<file path="src/inc/memmap_pkg.sv">
// constants and types for the on-chip memory map decoder
package memmap_pkg;
    // register block offsets (index); avalon byte address is index * 4
    localparam logic [6:0] EE_PAGE_IDX = 7'h37;
    localparam logic [6:0] PRIO_IDX = 7'h3c;
    localparam logic [6:0] MAP_IDX = 7'h3d;
    localparam int AVS_IDX_LSB = 2;
    // reset values
    localparam logic [7:0] MAP_RST = 8'h00;
    localparam logic [7:0] EE_PAGE_RST = 8'h00;
    localparam logic [4:0] PSEL_RST = 5'h06;
    // field positions
    localparam int RAM_FLD_LSB = 4;
    localparam int REG_FLD_LSB = 0;
    localparam int EE_FLD_LSB = 4;
    localparam int BOOT_BIT = 7;
    localparam int SPECIAL_MODE_FLAG_BIT = 6;
    localparam int MDA_BIT = 5;
    // address map
    localparam logic [15:0] ROM_HIGH_BASE = 16'h8000;
    localparam logic [15:0] ROM_LOW_BASE = 16'h0000;
    localparam logic [15:0] BOOT_LO = 16'hbe40;
    localparam logic [15:0] BOOT_HI = 16'hbfff;
    localparam logic [15:0] VEC_LO = 16'hffc0;
    localparam logic [11:0] REG_END = 12'h07f;
    localparam logic [11:0] RAM_END = 12'h3ff;
    localparam logic [11:0] RAM_ALIAS_LO = 12'h400;
    localparam logic [11:0] RAM_ALIAS_HI = 12'h47f;
    localparam logic [11:0] EE_LO = 12'hd80;

    typedef enum logic [3:0] {
        MODE_SINGLE = 4'b0001,
        MODE_EXPANDED = 4'b0010,
        MODE_BOOT = 4'b0100,
        MODE_TEST = 4'b1000
    } mode_type;

    typedef enum logic [2:0] {
        PH_STRAP = 3'b001,
        PH_RUN = 3'b010,
        PH_STOP = 3'b100
    } phase_type;

    typedef enum logic [6:0] {
        SRC_NONE = 7'b0000001,
        SRC_REG = 7'b0000010,
        SRC_PERIPH = 7'b0000100,
        SRC_RAM = 7'b0001000,
        SRC_EE = 7'b0010000,
        SRC_BOOT = 7'b0100000,
        SRC_ROM = 7'b1000000
    } src_type;
endpackage

</file>
<file path="src/verilog/onchip_memory_map_decoder.sv">
// on-chip memory map decoder with mapping registers and avalon slave
//------------------------------------------------------------------
// Summary of operation
// - rom array present only when enabled
// - rom upper half, or lower in expanded
// - boot rom at be40-bfff in bootstrap
// - bootstrap reset vector fetched from boot rom
// - boot rom disabled in normal modes
// - register block 128 bytes at 0000 after reset
// - register block relocatable to any 4k page
// - map register at 3d, ram/reg nibbles, reset zero
// - priority register at 3c, flags and select
// - stop halts clocks, ram untouched
// - shared page: ram at 080, alias 400-47f
// - eeprom at d80, page movable
// - test clears rom enable, single forces high
//------------------------------------------------------------------
`timescale 1ns/1ps

module onchip_memory_map_decoder (
    // clock and reset
    input wire logic clk_sys,
    input wire logic rst_b,
    // mode straps and configuration byte
    input wire logic mode_a_pin,
    input wire logic mode_select_b_standby_pin,
    input wire logic cfg_rom_array_on,
    input wire logic cfg_rom_high_placement,
    input wire logic cfg_eeprom_on,
    // stop control
    input wire logic stop_req,
    input wire logic wake_req,
    output logic clk_run,
    // cpu bus
    input wire logic [15:0] cpu_addr,
    input wire logic cpu_rd,
    input wire logic cpu_wr,
    input wire logic [7:0] cpu_wdata,
    output logic [7:0] cpu_rdata,
    output logic ext_sel,
    // peripheral register strobes
    output logic periph_sel,
    output logic [6:0] periph_addr,
    input wire logic [7:0] periph_rdata,
    // memory arrays
    output logic ram_sel,
    output logic ram_we,
    output logic [9:0] ram_addr,
    input wire logic [7:0] ram_rdata,
    output logic ee_sel,
    output logic [9:0] ee_addr,
    input wire logic [7:0] ee_rdata,
    output logic rom_sel,
    output logic [14:0] rom_addr,
    input wire logic [7:0] rom_rdata,
    output logic boot_sel,
    output logic [8:0] boot_addr,
    input wire logic [7:0] boot_rdata,
    // avalon-mm register slave
    input wire logic [8:0] avs_address,
    input wire logic avs_read,
    input wire logic avs_write,
    input wire logic [3:0] avs_byteenable,
    input wire logic [31:0] avs_writedata,
    output logic [31:0] avs_readdata,
    output logic avs_waitrequest
);
    import memmap_pkg::*;

    phase_type phase_r;
    mode_type mode;
    src_type src_r;
    src_type src_nxt;
    logic [7:0] map_r;
    logic [7:0] ee_page_r;
    logic [4:0] psel_r;
    logic boot_flag_r;
    logic special_mode_flag_r;
    logic mda_r;
    logic rom_on_r;
    logic rom_high_r;
    logic ee_on_r;
    logic ack_r;
    logic [7:0] cpu_rdata_r;
    logic [31:0] avs_rdata_r;
    logic run;
    logic reg_hit;
    logic ram_hit;
    logic ee_hit;
    logic boot_hit;
    logic rom_hit;
    logic [11:0] off;
    logic [6:0] avs_idx;
    logic avs_wr_go;
    logic cpu_reg_wr;
    logic prio_av;

    // returns the register contents at a block index, zero elsewhere
    function automatic logic [7:0] reg_read(input logic [6:0] idx);
        unique case (idx)
            EE_PAGE_IDX: reg_read = ee_page_r;
            PRIO_IDX: reg_read = {boot_flag_r, special_mode_flag_r, mda_r, psel_r};
            MAP_IDX: reg_read = map_r;
            default: reg_read = 8'h00;
        endcase
    endfunction

    function automatic logic is_own(input logic [6:0] idx);
        is_own = (idx == EE_PAGE_IDX) || (idx == PRIO_IDX) || (idx == MAP_IDX);
    endfunction

    //------------------------------------------------------------------
    // operating phase and mode
    //------------------------------------------------------------------
    always_ff @(posedge clk_sys or negedge rst_b) begin
        if (!rst_b) begin
            phase_r <= PH_STRAP;
        end else begin
            unique case (phase_r)
                PH_STRAP: phase_r <= PH_RUN;
                PH_RUN: if (stop_req) phase_r <= PH_STOP;
                PH_STOP: if (wake_req) phase_r <= PH_RUN;
            endcase
        end
    end

    always_comb begin
        unique case ({special_mode_flag_r, mda_r})
            2'b00: mode = MODE_SINGLE;
            2'b01: mode = MODE_EXPANDED;
            2'b10: mode = MODE_BOOT;
            2'b11: mode = MODE_TEST;
        endcase
    end

    // internal clocks halt while stopped; array contents are never written then
    assign run = (phase_r == PH_RUN);
    assign clk_run = run;

    //------------------------------------------------------------------
    // configuration capture at reset release
    //------------------------------------------------------------------
    // straps are sampled by the clock after release, never by the reset itself
    always_ff @(posedge clk_sys or negedge rst_b) begin
        if (!rst_b) begin
            rom_on_r <= 1'b0;
            rom_high_r <= 1'b0;
            ee_on_r <= 1'b0;
        end else if (phase_r == PH_STRAP) begin
            rom_on_r <= cfg_rom_array_on & ~(~mode_select_b_standby_pin & mode_a_pin);
            rom_high_r <= cfg_rom_high_placement
                | (mode_select_b_standby_pin & ~mode_a_pin);
            ee_on_r <= cfg_eeprom_on;
        end
    end

    //------------------------------------------------------------------
    // mapping and priority registers
    //------------------------------------------------------------------
    assign avs_idx = avs_address[8:AVS_IDX_LSB];
    assign avs_wr_go = avs_write & ack_r & avs_byteenable[0];
    assign cpu_reg_wr = cpu_wr & reg_hit & run;
    assign prio_av = avs_wr_go && (avs_idx == PRIO_IDX);

    always_ff @(posedge clk_sys or negedge rst_b) begin
        if (!rst_b) begin
            map_r <= MAP_RST;
            ee_page_r <= EE_PAGE_RST;
        end else if (avs_wr_go) begin
            if (avs_idx == MAP_IDX) map_r <= avs_writedata[7:0];
            if (avs_idx == EE_PAGE_IDX) ee_page_r <= avs_writedata[7:0];
        end else if (cpu_reg_wr) begin
            if (off[6:0] == MAP_IDX) map_r <= cpu_wdata;
            if (off[6:0] == EE_PAGE_IDX) ee_page_r <= cpu_wdata;
        end
    end

    // mode flags load from the straps; software may change them only in special modes
    always_ff @(posedge clk_sys or negedge rst_b) begin
        if (!rst_b) begin
            psel_r <= PSEL_RST;
            boot_flag_r <= 1'b0;
            special_mode_flag_r <= 1'b0;
            mda_r <= 1'b0;
        end else if (phase_r == PH_STRAP) begin
            psel_r <= PSEL_RST;
            boot_flag_r <= ~mode_select_b_standby_pin & ~mode_a_pin;
            special_mode_flag_r <= ~mode_select_b_standby_pin;
            mda_r <= mode_a_pin;
        end else if (prio_av || (cpu_reg_wr && off[6:0] == PRIO_IDX)) begin
            psel_r <= prio_av ? avs_writedata[4:0] : cpu_wdata[4:0];
            if (special_mode_flag_r) begin
                boot_flag_r <= prio_av ? avs_writedata[BOOT_BIT] : cpu_wdata[BOOT_BIT];
                special_mode_flag_r <= prio_av ? avs_writedata[SPECIAL_MODE_FLAG_BIT] : cpu_wdata[SPECIAL_MODE_FLAG_BIT];
                mda_r <= prio_av ? avs_writedata[MDA_BIT] : cpu_wdata[MDA_BIT];
            end
        end
    end

    //------------------------------------------------------------------
    // address decode
    //------------------------------------------------------------------
    assign off = cpu_addr[11:0];

    always_comb begin
        reg_hit = run && (cpu_addr[15:12] == map_r[REG_FLD_LSB +: 4])
            && (off <= REG_END);
        ram_hit = run && (cpu_addr[15:12] == map_r[RAM_FLD_LSB +: 4])
            && ((off <= RAM_END)
            || ((map_r[RAM_FLD_LSB +: 4] == map_r[REG_FLD_LSB +: 4])
            && (off >= RAM_ALIAS_LO) && (off <= RAM_ALIAS_HI)));
        ee_hit = run && ee_on_r && (cpu_addr[15:12] == ee_page_r[EE_FLD_LSB +: 4])
            && (off >= EE_LO);
        // vectors are served by the boot rom so reset starts the bootloader
        boot_hit = run && boot_flag_r && (mode == MODE_BOOT)
            && (((cpu_addr >= BOOT_LO) && (cpu_addr <= BOOT_HI))
            || (cpu_addr >= VEC_LO));
        rom_hit = run && rom_on_r && (rom_high_r ? (cpu_addr[15] == ROM_HIGH_BASE[15])
            : ((mode == MODE_EXPANDED || mode == MODE_TEST)
            && cpu_addr[15] == ROM_LOW_BASE[15]));
    end

    // one source only: register block, ram, eeprom, boot rom, rom
    always_comb begin
        if (reg_hit) begin
            src_nxt = is_own(off[6:0]) ? SRC_REG : SRC_PERIPH;
        end else if (ram_hit) begin
            src_nxt = SRC_RAM;
        end else if (ee_hit) begin
            src_nxt = SRC_EE;
        end else if (boot_hit) begin
            src_nxt = SRC_BOOT;
        end else if (rom_hit) begin
            src_nxt = SRC_ROM;
        end else begin
            src_nxt = SRC_NONE;
        end
    end

    assign periph_sel = (src_nxt == SRC_PERIPH);
    assign periph_addr = off[6:0];
    assign ram_sel = (src_nxt == SRC_RAM);
    assign ram_we = ram_sel & cpu_wr;
    assign ram_addr = (off >= RAM_ALIAS_LO) ? {3'h0, off[6:0]} : off[9:0];
    assign ee_sel = (src_nxt == SRC_EE);
    assign ee_addr = 10'(off - EE_LO);
    assign boot_sel = (src_nxt == SRC_BOOT);
    assign boot_addr = (cpu_addr >= VEC_LO) ? {BOOT_HI[8:6], cpu_addr[5:0]}
        : cpu_addr[8:0];
    assign rom_sel = (src_nxt == SRC_ROM);
    assign rom_addr = cpu_addr[14:0];
    assign ext_sel = run && (src_nxt == SRC_NONE) && (mode == MODE_EXPANDED || mode == MODE_TEST);

    //------------------------------------------------------------------
    // cpu read data: one cycle for the arrays, one for the output register
    //------------------------------------------------------------------
    always_ff @(posedge clk_sys or negedge rst_b) begin
        if (!rst_b) begin
            src_r <= SRC_NONE;
        end else begin
            src_r <= cpu_rd ? src_nxt : SRC_NONE;
        end
    end

    logic [6:0] rd_idx_r;
    always_ff @(posedge clk_sys or negedge rst_b) begin
        if (!rst_b) begin
            rd_idx_r <= 7'h00;
        end else begin
            rd_idx_r <= off[6:0];
        end
    end

    always_ff @(posedge clk_sys or negedge rst_b) begin
        if (!rst_b) begin
            cpu_rdata_r <= 8'h00;
        end else begin
            unique case (src_r)
                SRC_REG: cpu_rdata_r <= reg_read(rd_idx_r);
                SRC_PERIPH: cpu_rdata_r <= periph_rdata;
                SRC_RAM: cpu_rdata_r <= ram_rdata;
                SRC_EE: cpu_rdata_r <= ee_rdata;
                SRC_BOOT: cpu_rdata_r <= boot_rdata;
                SRC_ROM: cpu_rdata_r <= rom_rdata;
                SRC_NONE: cpu_rdata_r <= 8'h00;
            endcase
        end
    end
    assign cpu_rdata = cpu_rdata_r;

    //------------------------------------------------------------------
    // avalon slave: one wait state per access
    //------------------------------------------------------------------
    always_ff @(posedge clk_sys or negedge rst_b) begin
        if (!rst_b) begin
            ack_r <= 1'b0;
        end else begin
            ack_r <= (avs_read | avs_write) & ~ack_r;
        end
    end
    assign avs_waitrequest = (avs_read | avs_write) & ~ack_r;

    always_ff @(posedge clk_sys or negedge rst_b) begin
        if (!rst_b) begin
            avs_rdata_r <= 32'h0000_0000;
        end else if (avs_read && !ack_r) begin
            avs_rdata_r <= {24'h00_0000, reg_read(avs_idx)};
        end
    end
    assign avs_readdata = avs_rdata_r;
endmodule // onchip_memory_map_decoder

</file>
<file path="config.mk">
export PLATFORM = sky130hd
export DESIGN_NAME = onchip_memory_map_decoder
export DESIGN_NICKNAME = d
export VERILOG_FILES = /design/src/inc/memmap_pkg.sv /design/src/verilog/onchip_memory_map_decoder.sv
export SDC_FILE = /design/constraint.sdc
export NUM_CORES = 1
export LEC_CHECK = 0
export BUFFER_PORTS_ARGS = -buffer_cell sky130_fd_sc_hd__buf_2
export CORE_ASPECT_RATIO = 0.75
export CORE_MARGIN = 2
export CORE_UTILIZATION = 30
export CTS_BUF_LIST = sky130_fd_sc_hd__clkbuf_8
export CTS_CLUSTER_SIZE = 20
export DETAILED_ROUTE_END_ITERATION = 10
export GPL_TIMING_DRIVEN = 0
export MAX_ROUTING_LAYER = met4
export PLACE_DENSITY = 0.69
export SLEW_MARGIN = 40
export SYNTH_ARGS = -nofsm -noshare
export SYNTH_HDL_FRONTEND = slang
export SYNTH_SLANG_ARGS = --single-unit
</file>
<file path="constraint.sdc">
create_clock -name clk_sys -period 2.6 [get_ports clk_sys]
set_input_delay 0.52 -clock clk_sys [delete_from_list [all_inputs] [get_ports clk_sys]]
set_output_delay 0.52 -clock clk_sys [all_outputs]
set_load 0.03 [all_outputs]
</file>
==> metrics.csv, run 1 <==
stage,metric,value,unit
clock_tree,H-tree Lvls,3,
grt,vias in the first global route,3850,
timing,period utilization,1.08,
place,HPWL after detailed placement,10.4,mm
grt,routing usage on met1,0.241,
pwr,PwrDens,445,nW/um^2
finish,Area Overhead vs Synth,36.4,%
setup_path,Critical Path Fanout Max,5,
synthesis,register area share after synthesis,0.361,
synthesis,Mapped Area,4240,sq um
setup_path,worst path cell trace,"xor2_1, nor4_2, nand2_1, a2111oi_4, and3_4, buf_6",
place,Buffers on Ports,167,
route,Avg Vias per Cell,4.77,
route,DR vias,4100,
synthesis,Cell variety after synth,57,
pwr,Max rail drop VDD,0.000214,V
synthesis,post-synth top area share,0.336,
clock_tree,Clock Root Buffer,clkbuf_8,
timing,final setup TNS,-742,ps
route,DRC,0,
timing,Worst slew margin,0.484,
grt,initial antenna violation count,2,
setup_path,Worst path top cell family by delay,simple AND/OR/NAND/NOR gates,
setup_path,CP max-delay cell,a2111oi_4,
clock_tree,CTS tree,yes,
min_path,Worst Hold Class,in2async,
place,area post-placement,5410,sq um
clock_tree,Worst-path clk slew,70,ps
synthesis,synth cell count leaders,"68 x buf_4, 57 x dfrtp_1, 52 x nor2_1",
synthesis,"top cells by area, synth","dfrtp_1 34%, buf_4 12%, nor2_1 4.6%",
finish,fraction of layout cells with a size suffix above 1,0.457,
grt,busiest grt layer,met2,
synthesis,Syn Inst Count,466,
floorplanning,# IOs,222,
status,outcome,"finished, violations left",
grt,largest net degree at the start of global routing,37,
synthesis,Synth Flop Type,dfrtp_1,
setup_path,CP Capture Type,primary output,
setup_path,critical path class,reg2out,
synthesis,Ys Warns,0,
timing,fin crit period,2800,ps
synthesis,"EDFF count, synth",0,
synthesis,post-synth top area cell,dfrtp_1,
timing,final hold viol count,0,
clock_tree,clk_lat worst skew,360,ps
timing,clock skew,8.98,ps
finish,Nets,802,
place,GPL Wtd Cong,0.869,
floorplanning,Initial Util,0.308,
floorplanning,die height,107,um
route,routed wire length,13.4,mm
route,1st-iter DRT viols,316,
timing,Setup WS post-layout,-204,ps
floorplanning,die width,141,um
clock_tree,CTS Hold Bufs,0,
timing,final setup fails,4,
synthesis,syn avg cell area,9.10,sq um
timing,actual slew at the worst max-slew pin,772,ps
grt,gr usage total,0.181,
synthesis,number of synthesized register bits,61,
setup_path,Critical Path AT,2280,ps
setup_path,max incr delay on CP,500,ps
pwr,P_leak,2.93,nW
timing,Slew Limit Fails,0,
setup_path,CP startpoint kind,flip-flop,
grt,first-pass GRT wire length,20.6,mm
finish,final instance area,5780,sq um
route,Wirelength per Cell,15.5,um
floorplanning,full die area,15100,sq um
synthesis,Synth async-reset ratio,1.00,
setup_path,WP data required,2080,ps
clock_tree,Clock Sinks,61,
synthesis,most common cell in the netlist,buf_4,
clock_tree,CTS buffer count,9,
status,failing checks,negative setup slack,
route,DRT antenna net count,0,
floorplanning,FP Rows,37,
run,Max Cap Viol,0,
route,Pre-antenna DRT Iters,6,
setup_path,"Buf+Inv Stages, Crit Path",1,
floorplanning,Core ar.,13700,sq um
grt,met3 Usage GRT,0.0558,
clock_tree,Clock Path Buffers,2,
timing,top achievable clock speed,0.357,GHz
grt,Overflow after GRT,0,
timing,RSZ-0062 raised after global routing,true,
grt,M2 GR Usage,0.273,
flip-flops by register name, summed over array words and instances (netlist names):
name	count
ack_r	1
avs_readdata	8
boot_flag_r	1
cpu_rdata	8
ee_on_r	1
ee_page_r	8
map_r	8
mda_r	1
phase_r	3
psel_r	5
rd_idx_r	7
rom_high_r	1
rom_on_r	1
special_mode_flag_r	1
src_r	7
metal layers:
metal | vias up | wire, um
li1 | 2007 | -
met1 | 1884 | 6090
met2 | 194 | 5930
met3 | 15 | 1200
met4 | 0 | 144
met5 | - | 0
cells by family (layout without fill, tap and decap cells):
family / Yosys count / count (layout) / synth area share
DFF: 61 / 61 / 0.361
xor gates and xnor gates: 19 / 19 / 0.0393
muxes: 14 / 14 / 0.0339
other: 1 / 27 / 0.000885
buffers and inverters: 97 / 290 / 0.154
and+or+nand+nor: 198 / 198 / 0.269
AOI/OAI and AO/OA: 74 / 74 / 0.135
adders and majority gates: 2 / 2 / 0.00590
final cells by class:
| class | count | area [sq um] |
|---|---|---|
| clock inverters | 7 | 82.6 |
| repair buffers | 177 | 952 |
| inverters | 10 | 37.5 |
| clock buffers | 9 | 124 |
| flip-flops and latches | 61 | 1540 |
| fillers | 1385 | 7970 |
| well taps | 175 | 219 |
| multi-input cells | 332 | 2210 |
| plain buffers | 87 | 616 |
| diodes | 2 | 5.00 |
layout by cell type (no fill, tap or decap), drive strengths merged, types with 3 or more instances in the layout:
cell	count
buf	255
dfrtp	57
nor2	52
nand2	34
nor3	28
conb	25
nor3b	22
o21ai	18
clkbuf	18
a222oi	16
inv	12
nand3	12
mux2i	11
xnor2	10
xor2	9
o2bb2ai	8
a22oi	8
a21oi	8
nand4b	6
and2	6
and3	6
nand4	6
nand2b	5
and4	5
dfstp	4
nor4b	4
and4b	3
a211oi	3
mux2	3
clkinv	3
worst paths after layout:
path | from | to | slack [ps] | cells after the start
hold reg to reg | ack_r | ack_r | 460 | 1
min in group clk_sys | cpu_addr[4] | rd_idx_r[4] | 350 | 1
setup / recovery | map_r[2] | ram_we | -200 | 6
setup reg to reg | ack_r | boot_flag_r | 590 | 7
hold / removal | rst_b | cpu_rdata[6] | 120 | 1
max in group asynchronous | rst_b | phase_r[0] | 1880 | 2
power breakdown:
| group | switching (mW) | total (mW) | internal [mW] |
|---|---|---|---|
| combinational | 0.351 | 0.603 | 0.252 |
| clock | 0.379 | 0.906 | 0.527 |
| sequential | 0.0633 | 1.07 | 1.00 |
| total | 0.793 | 2.57 | 1.78 |
per-stage QoR:
| stage | cells | hold slack, ps | total power, mW | worst slack (ps) | utilization |
|---|---|---|---|---|---|
| 5_1_grt | 860 | 154 | 2.69 | -329 | 0.421 |
| 6_report | 860 | 124 | 2.57 | -204 | 0.421 |
| 3_5_place_dp | 833 | 448 | 1.66 | -17.4 | 0.394 |
| 2_1_floorplan | 490 | 224 | 1.43 | 144 | - |
| 4_1_cts | 857 | 135 | 2.58 | -146 | 0.415 |
| 3_3_place_gp | 832 | 443 | 1.65 | -38.8 | 0.392 |
what timing repair did:
action / in CTS / in global routing
buffers inserted: 8 / 1
pin swaps: 7 / 5
gates resized for setup: 15 / 14
endpoints found under the setup margin: 4 / 6
endpoints found under the hold margin: 0 / 0
Note: power is estimated with default switching activity, not from simulation.
==> run 2: changes to the inputs <==
--- a/config.mk
+++ b/config.mk
@@ -5,7 +5,7 @@
 export SDC_FILE = /design/constraint.sdc
 export NUM_CORES = 1
 export LEC_CHECK = 0
-export BUFFER_PORTS_ARGS = -buffer_cell sky130_fd_sc_hd__buf_2
+export BUFFER_PORTS_ARGS = -buffer_cell sky130_fd_sc_hd__buf_4
 export CORE_ASPECT_RATIO = 0.75
 export CORE_MARGIN = 2
 export CORE_UTILIZATION = 30
==> run 2 against run 1 <==
The run still ends with negative setup slack left. Maximum frequency is 4.1% higher. Die area stayed put. Global-route usage is 0.11 points higher. Hold slack better by 24 ps. Total power is 0.36% lower. Flip-flop and latch count stayed put. Sequential share of layout area is 1.5 points lower. Utilization is 2.4 points higher.
==> metrics.csv, run 2 (synthesized netlist as in run 1, its figures left out) <==
stage,metric,value,unit,change
clock_tree,CTS tree,yes,,
finish,most frequent cells in the layout,"239 x buf_4, 52 x nor2_1, 51 x dfrtp_1",,
route,DR vias,4114,,+0.34%
setup_path,CP max-delay cell,dfrtp_2,,
floorplanning,FP Rows,37,,unchanged
timing,period utilization,1.04,,-0.0429
setup_path,"Buf+Inv Stages, Crit Path",2,,+1
place,Buffers on Ports,167,,unchanged
place,Placed Cells,832,,-0.12%
timing,actual slew at the worst max-slew pin,756,ps,-16.4 ps
pwr,net load switching power,0.795,mW,+0.24%
timing,Worst slew margin,0.495,,+0.0110
finish,diode count,0,,-2
clock_tree,clk_lat worst skew,350,ps,about the same
clock_tree,Clock Sinks,61,,unchanged
timing,RSZ-0062 raised after global routing,true,,
finish,Nets,800,,-0.25%
floorplanning,die width,141,um,unchanged
finish,"commonest non-fill, non-tap cell in the layout",buf_4,,
setup_path,WP data required,2080,ps,about the same
place,GPL Wtd Cong,0.867,,-0.23%
timing,final setup TNS,-150,ps,+593 ps
clock_tree,Clock Path Buffers,2,,unchanged
grt,Overflow after GRT,0,,unchanged
grt,gr usage total,0.183,,+0.00114
pwr,Sw Ratio,0.310,,+0.00184
finish,Area Overhead vs Synth,44.4,%,
floorplanning,full die area,15100,sq um,unchanged
route,Pre-antenna DRT Iters,5,,-1
route,routed wire length,13.6,mm,+1.4%
pwr,P_int,1.77,mW,-0.62%
setup_path,Critical Path AT,2170,ps,-110 ps
finish,fraction of layout cells with a size suffix above 1,0.446,,-0.0104
timing,clock skew,6.23,ps,-2.75 ps
timing,Slew Limit Fails,0,,unchanged
floorplanning,die height,107,um,unchanged
pwr,Clk pwr share,0.326,,-0.026
clock_tree,H-tree Lvls,3,,unchanged
setup_path,Critical Path Fanout Max,7,,+2
place,area post-placement,5810,sq um,+7.4%
clock_tree,Clock Root Buffer,clkbuf_8,,
place,HPWL after detailed placement,10.5,mm,+0.65%
timing,fin crit period,2690,ps,-112 ps
grt,vias in the first global route,3863,,+0.34%
status,failing checks,negative setup slack,,
status,outcome,"finished, violations left",,
clock_tree,CTS Hold Bufs,0,,unchanged
route,Wirelength per Cell,15.8,um,+1.9%
grt,initial antenna violation count,0,,-2
route,1st-iter DRT viols,407,,+29%
timing,final hold viol count,0,,unchanged
clock_tree,CTS buffer count,9,,unchanged
setup_path,critical path class,reg2out,,
setup_path,worst path cell trace,"xor2_1, nor4_2, nand2_1, a2111oi_4, buf_4, and3_4, buf_6",,
floorplanning,Core ar.,13700,sq um,unchanged
timing,top achievable clock speed,0.371,GHz,+4.1%
route,DRT antenna net count,0,,unchanged
pwr,Reg power frac,0.415,,about the same
floorplanning,Initial Util,0.308,,unchanged
timing,Setup WS post-layout,-92.0,ps,+112 ps
min_path,Worst Hold Class,in2async,,
timing,final setup fails,3,,-1
pwr,PwrDens,419,nW/um^2,-5.8%
route,DRC,0,,unchanged
setup_path,Worst path top cell family by delay,simple AND/OR/NAND/NOR gates,,
finish,Post-Layout Cell Count,856,,-0.47%
setup_path,CP Capture Type,primary output,,
run,Max Cap Viol,0,,unchanged
grt,first-pass GRT wire length,20.9,mm,+1.6%
finish,final instance area,6120,sq um,+5.8%
finish,fin util,0.445,,+0.0245
route,Avg Vias per Cell,4.81,,+0.81%
setup_path,CP startpoint kind,flip-flop,,
grt,largest net degree at the start of global routing,62,,+68%
pwr,Gate power share,0.259,,+0.025
clock_tree,Worst-path clk slew,70,ps,about the same
pwr,Max rail drop VDD,0.000192,V,-10%
setup_path,max incr delay on CP,430,ps,-70 ps
pwr,P_leak,3.03,nW,+3.1%
floorplanning,# IOs,222,,unchanged
-- run 2: through the flow --
step / power [mW] / worst slack [ps] / hold WS, ps
global placement: 1.72 / 1.18 / 441
CTS: 2.58 / -116 / 282
detailed placement: 1.73 / -25.1 / 449
finish: 2.57 / -92.0 / 147
global route: 2.70 / -192 / 184
floorplan: 1.43 / 144 / 224
-- run 2: routing by layer --
| layer | vias up | global-route usage | part of all wire |
|---|---|---|---|
| met5 | - | - | 0 |
| met1 | 1894 | 0.245 | 0.44 |
| li1 | 2010 | - | - |
| met3 | 16 | 0.0496 | 0.096 |
| met4 | 0 | 0.0407 | 0.011 |
| met2 | 194 | 0.277 | 0.45 |
-- run 2: path summary, 6_finish.rpt --
kind,start,endpoint,slack [ps],cells past startpoint
worst max register to register,ack_r,mda_r,580,7
worst max-delay path,map_r[2],ram_we,-90,7
min in group clk_sys,cpu_addr[4],rd_idx_r[4],330,1
max in group asynchronous,rst_b,map_r[5],2020,1
worst min register to register,ack_r,ack_r,460,1
worst min-delay path,rst_b,cpu_rdata[6],150,1
-- run 2: area by class of cell --
class                      instances  area (sq um)
timing repair buffer             175          1330
inverter                          10          37.5
buffer                            87           616
fill                            1351          7630
sequential                        61          1540
clock buffer                      10           138
clock inverter                     6          55.1
tap                              175           219
multi-input combinational        332          2190
-- run 2: timing repair --
item | 4_1_cts | 5_1_grt
buffers inserted | 7 | 1
setup endpoints to repair | 5 | 6
cloned | 0 | 0
gates resized for setup | 11 | 4
pin swaps | 5 | 3
hold endpoints to repair | 0 | 0
-- run 2: power by group through the flow --
stage | combinational (mW) | clock [mW] | sequential [mW]
after floorplan | 0.377 | 0 | 1.06
after global placement | 0.636 | 0 | 1.08
after detailed placement | 0.644 | 0 | 1.08
after CTS | 0.663 | 0.858 | 1.06
after global routing | 0.714 | 0.911 | 1.07
final | 0.665 | 0.835 | 1.07
==> run 3: changes to the inputs <==
==> constraint.sdc (replaced) <==
create_clock -name clk_sys -period 2.6 [get_ports clk_sys]
set_input_delay 0 -clock clk_sys [delete_from_list [all_inputs] [get_ports clk_sys]]
set_output_delay 0 -clock clk_sys [all_outputs]
set_load 0.03 [all_outputs]
==> run 3 against run 2 <==
The run now ends clean. Largest power group unchanged. Sequential share of layout area is 2.5 points lower. Combinational power up 8.6%. Total power rose by 2.3%. Critical path type is now reg2reg. Flip-flop and latch count is the same. Critical path depth up 1. Clock skew rose by 0.56 ps. Maximum frequency increased by 11%. Die area unchanged. Register-to-register slack worse by 410 ps. Critical endpoint is now map_r[5]. Global-route usage grew 1.4 points.
==> metrics.csv, run 3 (synthesized netlist as in run 1, its figures left out) <==
stage,metric,value,unit,change
grt,gr usage total,0.196,,+0.0135
place,Placed Cells,832,,unchanged
setup_path,"Buf+Inv Stages, Crit Path",3,,+1
status,outcome,finished clean,,
route,Avg Vias per Cell,4.83,,+0.50%
finish,most frequent cells in the layout,"235 x buf_4, 74 x dlygate4sd3_1, 57 x dfrtp_1",,
setup_path,CP startpoint kind,flip-flop,,
place,GPL Wtd Cong,0.867,,unchanged
timing,final hold viol count,0,,unchanged
setup_path,Critical Path Fanout Max,10,,+3
place,Buffers on Ports,167,,unchanged
grt,first-pass GRT wire length,22.7,mm,+8.6%
timing,top achievable clock speed,0.411,GHz,+11%
place,area post-placement,5810,sq um,unchanged
route,DRC,0,,unchanged
timing,final setup fails,0,,-3
route,routed wire length,14.5,mm,+7.0%
clock_tree,Worst-path clk slew,70,ps,about the same
finish,diode count,0,,unchanged
setup_path,worst path cell trace,"nor3b_4, and3_1, buf_6, nand4_4, buf_6, nor3b_1, nor3_2, dlygate4sd3_1",,
setup_path,CP max-delay cell,dlygate4sd3_1,,
pwr,Max rail drop VDD,0.000188,V,-2.1%
clock_tree,CTS buffer count,9,,unchanged
floorplanning,die width,141,um,unchanged
timing,fin crit period,2430,ps,-257 ps
floorplanning,full die area,15100,sq um,unchanged
setup_path,critical path class,reg2reg,,
finish,Area Overhead vs Synth,59.7,%,
setup_path,Worst path top cell family by delay,simple AND/OR/NAND/NOR gates,,
pwr,P_leak,3.27,nW,+8.0%
route,1st-iter DRT viols,367,,-9.8%
finish,fraction of layout cells with a size suffix above 1,0.382,,-0.0640
timing,clock skew,6.79,ps,+0.563 ps
min_path,Worst Hold Class,in2reg,,
timing,Worst slew margin,0.601,,+0.107
setup_path,worst r2r src,phase_r[2],,
clock_tree,H-tree Lvls,3,,unchanged
floorplanning,Initial Util,0.308,,unchanged
clock_tree,CTS tree,yes,,
place,HPWL after detailed placement,10.5,mm,unchanged
timing,actual slew at the worst max-slew pin,596,ps,-160 ps
finish,Post-Layout Cell Count,923,,+7.8%
setup_path,WP data required,2880,ps,+800 ps
timing,Slew Limit Fails,0,,unchanged
floorplanning,FP Rows,37,,unchanged
grt,largest net degree at the start of global routing,62,,unchanged
timing,period utilization,0.936,,-0.0989
finish,fin util,0.492,,+0.0473
min_path,hold path start,mode_a_pin,,
grt,vias in the first global route,4337,,+12%
finish,final instance area,6770,sq um,+11%
route,Wirelength per Cell,15.7,um,-0.72%
clock_tree,clk_lat worst skew,350,ps,about the same
run,Max Cap Viol,0,,unchanged
clock_tree,Clock Path Buffers,2,,unchanged
route,DR vias,4458,,+8.4%
floorplanning,# IOs,222,,unchanged
finish,"commonest non-fill, non-tap cell in the layout",buf_4,,
place,Setup WS pre-CTS,495,ps,+520 ps
clock_tree,Clock Sinks,61,,unchanged
timing,final setup TNS,0,ps,+150 ps
setup_path,CP Capture Type,flip-flop,,
grt,initial antenna violation count,0,,unchanged
pwr,Tot Pwr,2.63,mW,+2.3%
setup_path,Critical Path AT,2720,ps,+550 ps
finish,Nets,867,,+8.4%
route,DRT antenna net count,0,,unchanged
floorplanning,die height,107,um,unchanged
setup_path,max incr delay on CP,560,ps,+130 ps
route,Pre-antenna DRT Iters,6,,+1
floorplanning,Core ar.,13700,sq um,unchanged
clock_tree,Clock Root Buffer,clkbuf_8,,
timing,RSZ-0062 raised after global routing,false,,
timing,Hold Slack,50.0,ps,-97.1 ps
setup_path,CP most frequent cell,buf_6,,
grt,Overflow after GRT,0,,unchanged
setup_path,CP startpoint,phase_r[2],,
pwr,PwrDens,388,nW/um^2,-7.5%
timing,Setup WS post-layout,165,ps,+257 ps
[run 3: area by class of cell]
type | instances | area (sq um)
plain buffers | 87 | 616
clock buffers | 10 | 138
clock inverters | 6 | 55.1
fillers | 1307 | 6980
inverters | 10 | 37.5
multi-input cells | 332 | 2170
flip-flops and latches | 61 | 1530
well taps | 175 | 219
repair buffers | 242 | 2010
[run 3: final timing paths]
kind | cells after the start | slack (ps) | to
max | 8 | 170 | map_r[5]
min | 4 | 50 | rom_high_r
max reg2reg | 8 | 170 | map_r[5]
min reg2reg | 1 | 470 | ack_r
max in group asynchronous | 2 | 1980 | ee_on_r
min in group asynchronous | 2 | 210 | cpu_rdata[6]
[run 3: worst reg2reg max path, cell delays in order (launching register included)]
cell,delay [ps]
dfrtp_1,420
nor3b_4,380
and3_1,240
buf_6,140
nand4_4,130
buf_6,190
nor3b_1,150
nor3_2,150
dlygate4sd3_1,560
[run 3: what timing repair did]
item                                    CTS  global route
hold buffers                             74             0
endpoints found under the hold margin   107             0
endpoints found under the setup margin    0             9
setup buffers                             0             1
resized for setup                         0             1
[run 3: layer usage]
layer | vias to the layer above | GRT usage | part of all wire
met5 | - | - | 0
li1 | 2145 | - | -
met4 | 0 | 0.0493 | 0.018
met3 | 27 | 0.0433 | 0.077
met1 | 2081 | 0.260 | 0.45
met2 | 205 | 0.308 | 0.45
[run 3: power by group]
part           internal, mW  switching, mW  leakage, nW  total [mW]
Sequential             1.00         0.0672        0.801        1.07
Clock                 0.458          0.376        0.105       0.834
Combinational         0.360          0.362         2.36       0.722
